--- src/psag_cfg.svh ---
`ifndef PSAG_CFG_SVH
`define PSAG_CFG_SVH

// Bus widths of the RAM die, and the width of the controller counters
`define PSAG_ADDR_W          21
`define PSAG_DATA_W          16
`define PSAG_CNT_W           12

// Clock and timing figures in ns
`define PSAG_CLK_PERIOD_NS   10
`define PSAG_READ_CYCLE_NS   70
`define PSAG_WRITE_CYCLE_NS  70
`define PSAG_MIN_PULSE_NS    10
`define PSAG_WINDOW_NS       4000
`define PSAG_MAX_LEVEL_NS    10000

// Least times round up, longest times round down
`define PSAG_RC_CYC \
    ((`PSAG_READ_CYCLE_NS + `PSAG_CLK_PERIOD_NS - 1) / `PSAG_CLK_PERIOD_NS)
`define PSAG_WC_CYC \
    ((`PSAG_WRITE_CYCLE_NS + `PSAG_CLK_PERIOD_NS - 1) / `PSAG_CLK_PERIOD_NS)
`define PSAG_MIN_CYC \
    ((`PSAG_MIN_PULSE_NS + `PSAG_CLK_PERIOD_NS - 1) / `PSAG_CLK_PERIOD_NS)
`define PSAG_WIN_CYC  (`PSAG_WINDOW_NS / `PSAG_CLK_PERIOD_NS)
`define PSAG_LVL_CYC  (`PSAG_MAX_LEVEL_NS / `PSAG_CLK_PERIOD_NS)

// Input synchroniser latency added to every read phase
`define PSAG_SYNC_LAT 4
`define PSAG_RD_CYC   (`PSAG_RC_CYC + `PSAG_SYNC_LAT)
`define PSAG_GAP_CYC \
    ((`PSAG_RC_CYC > `PSAG_WC_CYC) ? `PSAG_RC_CYC : `PSAG_WC_CYC)
`define PSAG_SEL_LIMIT \
    (`PSAG_WIN_CYC - 2 * (`PSAG_RD_CYC + `PSAG_WC_CYC + `PSAG_MIN_CYC + 2))

// Reset values
`define PSAG_PIN_IDLE 1'b1
`define PSAG_CNT_RST  12'h000

`endif

--- src/psag_pkg.sv ---
package psag_pkg;
`include "psag_cfg.svh"

    typedef enum logic [2:0] {
        ST_IDLE,
        ST_SETUP,
        ST_READ,
        ST_WRITE,
        ST_WREC,
        ST_GAP
    } psag_state_t;

    typedef struct packed {
        logic                    write;
        logic [`PSAG_ADDR_W-1:0] addr;
        logic [`PSAG_DATA_W-1:0] wdata;
        logic                    upper_n;
        logic                    lower_n;
    } psag_req_t;

    typedef struct packed {
        logic                    cs_n;
        logic                    oe_n;
        logic                    we_n;
        logic                    ram_upper_byte_enable_n;
        logic                    ram_lower_byte_enable_n;
        logic [`PSAG_ADDR_W-1:0] addr;
        logic [`PSAG_DATA_W-1:0] dq_out;
        logic                    dq_oe_n;
    } psag_pins_t;

endpackage

--- src/psag_sync3.sv ---
`timescale 1ns/1ps
module psag_sync3 #(
    parameter int W = 16
) (
    input  wire logic         i_clk,
    input  wire logic         i_rst,
    input  wire logic [W-1:0] i_async,
    output logic      [W-1:0] o_sync
);
    logic [W-1:0] ff1;
    logic [W-1:0] ff2;
    logic [W-1:0] ff3;
    logic [W-1:0] held;
    logic [W-1:0] next_held;

    // Bus bits settle at different times; accept only agreeing stages
    always_comb begin
        next_held = held;
        if (ff2 == ff3) begin
            next_held = ff3;
        end
    end

    always_ff @(posedge i_clk) begin
        if (i_rst) begin
            ff1  <= '0;
            ff2  <= '0;
            ff3  <= '0;
            held <= '0;
        end else begin
            ff1  <= i_async;
            ff2  <= ff1;
            ff3  <= ff2;
            held <= next_held;
        end
    end

    assign o_sync = held;
endmodule

--- src/psag_top.sv ---
`timescale 1ns/1ps
`include "psag_cfg.svh"
module psag_top (
    input  wire logic                    I_SYS_CLK,
    input  wire logic                    I_RST,
    input  wire logic                    I_REQ_VALID,
    input  wire psag_pkg::psag_req_t     I_REQ,
    output logic                         O_REQ_READY,
    output logic [`PSAG_DATA_W-1:0]      O_RDATA,
    output logic                         O_RVALID,
    output psag_pkg::psag_pins_t         O_RAM,
    input  wire logic [`PSAG_DATA_W-1:0] I_RAM_DQ
);
    import psag_pkg::*;

    psag_state_t             state;
    psag_state_t             next_state;
    logic [`PSAG_CNT_W-1:0]  cnt;
    logic [`PSAG_CNT_W-1:0]  next_cnt;
    logic [`PSAG_CNT_W-1:0]  sel_cnt;
    logic [`PSAG_CNT_W-1:0]  next_sel_cnt;
    logic                    held;
    logic                    next_held;
    psag_req_t               req;
    psag_req_t               next_req;
    psag_pins_t              pins;
    psag_pins_t              next_pins;
    logic [`PSAG_DATA_W-1:0] rdata;
    logic [`PSAG_DATA_W-1:0] next_rdata;
    logic                    rvalid;
    logic                    next_rvalid;
    logic [`PSAG_DATA_W-1:0] dq_sync;
    logic                    can_go;
    logic                    ready;
    logic                    take;

    psag_sync3 #(
        .W(`PSAG_DATA_W)
    ) u_dq_sync (
        .i_clk  (I_SYS_CLK),
        .i_rst  (I_RST),
        .i_async(I_RAM_DQ),
        .o_sync (dq_sync)
    );

    // Margin covers two more whole accesses before the window closes
    assign can_go = sel_cnt < `PSAG_CNT_W'(`PSAG_SEL_LIMIT);

    always_comb begin
        ready = 1'b0;
        unique case (state)
            ST_IDLE: ready = 1'b1;
            ST_READ: begin
                ready = (cnt == `PSAG_CNT_W'(`PSAG_RD_CYC - 1)) && can_go
                        && !I_REQ.write;
            end
            ST_WREC: begin
                ready = (cnt == `PSAG_CNT_W'(`PSAG_MIN_CYC - 1)) && can_go
                        && I_REQ.write;
            end
            default: ready = 1'b0;
        endcase
        take = ready && I_REQ_VALID;
    end

    always_comb begin
        next_state   = state;
        next_cnt     = cnt + 12'h001;
        next_sel_cnt = sel_cnt;
        next_held    = held;
        next_req     = req;
        next_rdata   = rdata;
        next_rvalid  = 1'b0;
        if (!pins.cs_n) begin
            next_sel_cnt = sel_cnt + 12'h001;
        end
        unique case (state)
            ST_IDLE: begin
                next_cnt  = `PSAG_CNT_RST;
                next_held = 1'b0;
                if (take) begin
                    next_state = ST_SETUP;
                end
            end
            ST_SETUP: begin
                next_cnt   = `PSAG_CNT_RST;
                next_state = req.write ? ST_WRITE : ST_READ;
            end
            ST_READ: begin
                // Phase spans a full read cycle plus synchroniser delay
                if (cnt == `PSAG_CNT_W'(`PSAG_RD_CYC - 1)) begin
                    next_cnt    = `PSAG_CNT_RST;
                    next_rdata  = dq_sync;
                    next_rvalid = 1'b1;
                    if (!take) begin
                        next_state = ST_GAP;
                    end
                end
            end
            ST_WRITE: begin
                if (cnt == `PSAG_CNT_W'(`PSAG_WC_CYC - 1)) begin
                    next_cnt   = `PSAG_CNT_RST;
                    next_state = ST_WREC;
                end
            end
            ST_WREC: begin
                if (cnt == `PSAG_CNT_W'(`PSAG_MIN_CYC - 1)) begin
                    next_cnt = `PSAG_CNT_RST;
                    if (take) begin
                        next_held  = 1'b1;
                        next_state = ST_SETUP;
                    end else begin
                        next_state = ST_GAP;
                    end
                end
            end
            ST_GAP: begin
                next_sel_cnt = `PSAG_CNT_RST;
                // Gap of a full cycle time also serves as refresh slot
                if (cnt == `PSAG_CNT_W'(`PSAG_GAP_CYC - 1)) begin
                    next_cnt   = `PSAG_CNT_RST;
                    next_state = ST_IDLE;
                end
            end
        endcase
        if (take) begin
            next_req = I_REQ;
        end
    end

    always_comb begin
        next_pins                         = pins;
        next_pins.cs_n                    = `PSAG_PIN_IDLE;
        next_pins.oe_n                    = `PSAG_PIN_IDLE;
        next_pins.we_n                    = `PSAG_PIN_IDLE;
        next_pins.ram_upper_byte_enable_n = `PSAG_PIN_IDLE;
        next_pins.ram_lower_byte_enable_n = `PSAG_PIN_IDLE;
        next_pins.dq_oe_n                 = `PSAG_PIN_IDLE;
        unique case (next_state)
            ST_SETUP: begin
                // Address settles before select falls or before we strobes
                next_pins.addr = next_req.addr;
                next_pins.cs_n = !next_held;
                next_pins.ram_upper_byte_enable_n =
                    next_held ? pins.ram_upper_byte_enable_n : 1'b1;
                next_pins.ram_lower_byte_enable_n =
                    next_held ? pins.ram_lower_byte_enable_n : 1'b1;
                next_pins.dq_oe_n = !next_held;
            end
            ST_READ: begin
                next_pins.addr                    = next_req.addr;
                next_pins.cs_n                    = 1'b0;
                next_pins.oe_n                    = 1'b0;
                next_pins.ram_upper_byte_enable_n = 1'b0;
                next_pins.ram_lower_byte_enable_n = 1'b0;
            end
            ST_WRITE: begin
                next_pins.cs_n                    = 1'b0;
                next_pins.we_n                    = 1'b0;
                next_pins.ram_upper_byte_enable_n = req.upper_n;
                next_pins.ram_lower_byte_enable_n = req.lower_n;
                next_pins.dq_out                  = req.wdata;
                next_pins.dq_oe_n                 = 1'b0;
            end
            ST_WREC: begin
                next_pins.cs_n                    = 1'b0;
                next_pins.ram_upper_byte_enable_n =
                    pins.ram_upper_byte_enable_n;
                next_pins.ram_lower_byte_enable_n =
                    pins.ram_lower_byte_enable_n;
                next_pins.dq_oe_n                 = 1'b0;
            end
            default: begin
            end
        endcase
    end

    always_ff @(posedge I_SYS_CLK) begin
        if (I_RST) begin
            state   <= ST_IDLE;
            cnt     <= `PSAG_CNT_RST;
            sel_cnt <= `PSAG_CNT_RST;
            held    <= 1'b0;
            req     <= '0;
            rdata   <= '0;
            rvalid  <= 1'b0;
            pins    <= '{cs_n: 1'b1, oe_n: 1'b1, we_n: 1'b1,
                         ram_upper_byte_enable_n: 1'b1,
                         ram_lower_byte_enable_n: 1'b1,
                         addr: '0, dq_out: '0, dq_oe_n: 1'b1};
        end else begin
            state   <= next_state;
            cnt     <= next_cnt;
            sel_cnt <= next_sel_cnt;
            held    <= next_held;
            req     <= next_req;
            rdata   <= next_rdata;
            rvalid  <= next_rvalid;
            pins    <= next_pins;
        end
    end

    assign O_REQ_READY = ready;
    assign O_RDATA     = rdata;
    assign O_RVALID    = rvalid;
    assign O_RAM       = pins;

    // Helper counters for the long level checks
    logic [`PSAG_CNT_W-1:0] oe_hi_cnt;
    logic [`PSAG_CNT_W-1:0] we_lo_run;

    always_ff @(posedge I_SYS_CLK) begin
        if (I_RST || pins.cs_n || !pins.oe_n) begin
            oe_hi_cnt <= `PSAG_CNT_RST;
        end else begin
            oe_hi_cnt <= oe_hi_cnt + 12'h001;
        end
        if (I_RST || pins.cs_n) begin
            we_lo_run <= `PSAG_CNT_RST;
        end else begin
            we_lo_run <= we_lo_run + 12'h001;
        end
    end
endmodule

--- config.mk ---
export PLATFORM = sky130hd
export DESIGN_NAME = psag_top
export DESIGN_NICKNAME = d
export VERILOG_FILES = /design/src/psag_pkg.sv /design/src/psag_sync3.sv /design/src/psag_top.sv
export VERILOG_INCLUDE_DIRS = /design/src
export SDC_FILE = /design/constraint.sdc
export NUM_CORES = 1
export LEC_CHECK = 0
export BUFFER_PORTS_ARGS = -buffer_cell sky130_fd_sc_hd__buf_4
export CAP_MARGIN = 5
export CORE_MARGIN = 5
export CORE_UTILIZATION = 25
export CTS_CLUSTER_DIAMETER = 60
export DETAILED_ROUTE_END_ITERATION = 6
export PLACE_DENSITY_LB_ADDON = 0.3
export SYNTH_ARGS = -nofsm -noshare
export SYNTH_HDL_FRONTEND = slang
export SYNTH_SLANG_ARGS = --single-unit
--- constraint.sdc ---
create_clock -name I_SYS_CLK -period 6.5 [get_ports I_SYS_CLK]
set_input_delay 1.3 -clock I_SYS_CLK [delete_from_list [all_inputs] [get_ports I_SYS_CLK]]
set_output_delay 1.3 -clock I_SYS_CLK [all_outputs]
set_load 0.05 [all_outputs]
==> results_dict.tcl <==
set metrics [dict create \
    yosysUniqueCellTypes 52 \
    hold-worst-slack_ns 0.438 \
    row_count 65 \
    final_util 0.311 \
    dp_cells 1388 \
    synth_edf_count 0 \
    stdcell_count 1420 \
    dp_hpwl_mm 14.7 \
    worstPathRequired_ns 6.87 \
    pwr-share-seq 0.432 \
    worstPathArrival_ns 4.70 \
    antennaDiodeCount 0 \
    numCtsBuffers 17 \
    drc 0 \
    period_needed_ns 4.33 \
    ant_nets 0 \
    crit_family "compound AO/OA/AOI/OAI gates" \
    initial_core_util 0.254 \
    cp_common_cell "buf_4" \
    clockPowerShare 0.356 \
    crit_type "in2reg" \
    clk_latency_ns 0.44 \
    switchingPower_mw 0.993 \
    synthCells 934 \
    port_buffers 119 \
    p_sw_frac 0.330 \
    drtPass1Iterations 5 \
    p_leak_nw 3.87 \
    tightestPinTransition_ns 1.24 \
    die_h_um 190 \
    post-place-ws_ns 1.70 \
    area_delta_synth_final_pct 22.1 \
    min_from "u_dq_sync.ff1[9]" \
    grt_usage 0.124 \
    ys.flop_type "dfxtp_1" \
    core_area_mm2 0.0317 \
    fin_ws_ns 2.17 \
    totalPowerFinal_mw 3.01 \
    syn_area_per_cell_um2 8.64 \
    routed_wl_mm 22.6 \
    ir_drop_v 0.000162 \
    yosysWarnings 0 \
    critPathMaxFanout 26 \
    grt_overflow 0 \
    vias_per_cell 4.88 \
    cp_cell_sequence "buf_4 -> nand4bb_1 -> o21ai_2 -> o221ai_4 -> inv_2 -> nand2_1 -> a2bb2oi_4 -> buf_4 -> a41oi_1 -> nand3_1" \
    layout_commonest_cell "dfxtp_1" \
    clkTransAtPathRegs_ns 0.07 \
    slowest_stage "a2bb2oi_4" \
    ctsHoldBuffers 0 \
    clock-sinks 192 \
    syn-num-nets 997 \
    antenna_found_initial 0 \
    end_kind "flop" \
    max_stage_delay_ns 0.71 \
    post-cts-setup-buffers 0 \
    clk_path_buf_depth 2 \
    die_area_mm2 0.0360 \
    timing.setup.tns_ns 0 \
    layout_common_cells "192 x dfxtp_1, 133 x buf_4, 115 x a21oi_1, 105 x nand2_1, 60 x nand3_1" \
    fin_area_mm2 0.00985 \
    period_share 0.666 \
    grt_pass1_vias 6682 \
    internal_power_mw 2.02 \
    hold_path.class "reg2reg" \
    synth_seq_cells 192 \
    worst_clock_skew_ns 0.00646 \
    cts_tree "done" \
    p_per_area_mw_per_mm2 305 \
    outcome "finished clean" \
    rsz0062_at_grt "no" \
    cts_resized 0 \
    synthArstFlopShare 0 \
    route.vias.total 6928 \
    place.gp.congestion 0.732 \
    die_w_um 190 \
    drv_slew 0 \
    setup_violations 0 \
    timing.rr.start "sel_cnt[2]" \
    maxCapViolations 0 \
    drive_gt1_frac 0.176 \
    power.share.combinational 0.211 \
    root_buffer "clkbuf_16" \
    start_kind "input pin" \
    layout.nets 1068 \
    worst-path-buf-inv 3 \
    max-slew-margin-rel 0.175 \
    ios 120 \
    htree_levels 4 \
    first_iter_violations 385 \
    cp-startpoint "I_REQ[39]" \
    grt_max_degree 78 \
    clock.fmax_mhz 231 \
    grt_pass1_wl_mm 36.3 \
    syn_area_mm2 0.00807 \
    report.final.hold_viol_count 0 \
    postPlaceCellArea_mm2 0.00925 \
    routedWlPerCell_um 15.9 \
    synth_seq_area_share 0.476 \
]
logic make-up after synthesis:
group	Yosys count	share of synthesized area
adders and majority gates	4	0.00620
and+or+nand+nor	366	0.224
DFF	192	0.476
buffers and inverters	95	0.0495
AOI/OAI and AO/OA	202	0.156
muxes	38	0.0471
xor gates and xnor gates	37	0.0402
power groups by stage:
stage / clock network (mW) / logic [mW] / registers, mW
final: 1.07 / 0.635 / 1.30
after global routing: 1.16 / 0.682 / 1.31
after CTS: 1.11 / 0.639 / 1.30
after detailed placement: 0 / 0.638 / 1.33
after global placement: 0 / 0.631 / 1.33
after floorplan: 0 / 0.338 / 1.42
layout make-up:
type / instances / area [µm²]
clock inverter: 15 / 178
multi-input combinational: 647 / 3850
timing repair buffer: 133 / 998
sequential: 192 / 3840
fill: 3387 / 21900
inverter: 14 / 52.6
tap: 402 / 503
clock buffer: 17 / 425
Yosys cell counts, types with 2 or more instances:
master     instances  area share
a2111oi_0          3      0.0033
buf_4              4      0.0037
o21ai_0           25       0.016
o22ai_1            2      0.0016
clkbuf_1          50       0.023
nand3_1           60       0.037
a211oi_1           3      0.0028
ha_1               4      0.0062
and2_1             2      0.0016
o21ai_1            2      0.0012
dfxtp_1          192        0.48
mux2i_1           38       0.047
o31ai_1           16       0.015
nor2b_1           52       0.040
and3_1             5      0.0039
buf_1              5      0.0023
nor3_1            28       0.017
xnor2_1            7      0.0076
nand4_1           39       0.030
a41oi_1           21       0.023
xor2_1            30       0.033
or4_4              2      0.0028
inv_1             13      0.0060
nor2_1            53       0.025
nor4_1            11      0.0085
buf_2             22       0.014
nand2_1          105       0.049
or3_1              2      0.0016
a21oi_1          115       0.071
worst register-to-register path, cell delays in order (launching register included):
cell,delay (ns)
dfxtp_1,0.34
a2111oi_0,0.71
o311a_1,0.31
o221ai_4,0.32
inv_2,0.51
nand2_1,0.59
a2bb2oi_4,0.71
buf_4,0.42
a41oi_1,0.18
nand3_1,0.17
per-layer routing:
layer | global-route usage | routed length [µm]
met2 | 0.194 | 10400
met4 | 0.0395 | 387
met3 | 0.0294 | 1200
met5 | 0 | 0
met1 | 0.170 | 10600
sequential cells by signal (all words and copies together), names as in the netlist, 3 cells and up:
name,flops
u_dq_sync.ff3,16
O_RAM,43
u_dq_sync.ff2,16
u_dq_sync.o_sync,16
cnt,12
O_RDATA,16
state,3
req,40
u_dq_sync.ff1,16
sel_cnt,12
final timing paths:
| check | to | slack [ns] | cells past startpoint |
|---|---|---|---|
| min | u_dq_sync.ff2[9] | 0.44 | 1 |
| min reg2reg | u_dq_sync.ff2[9] | 0.44 | 1 |
| max | O_RAM[36] | 2.17 | 10 |
| max reg2reg | O_RAM[36] | 2.19 | 9 |
(Power assumes the default switching activity.)
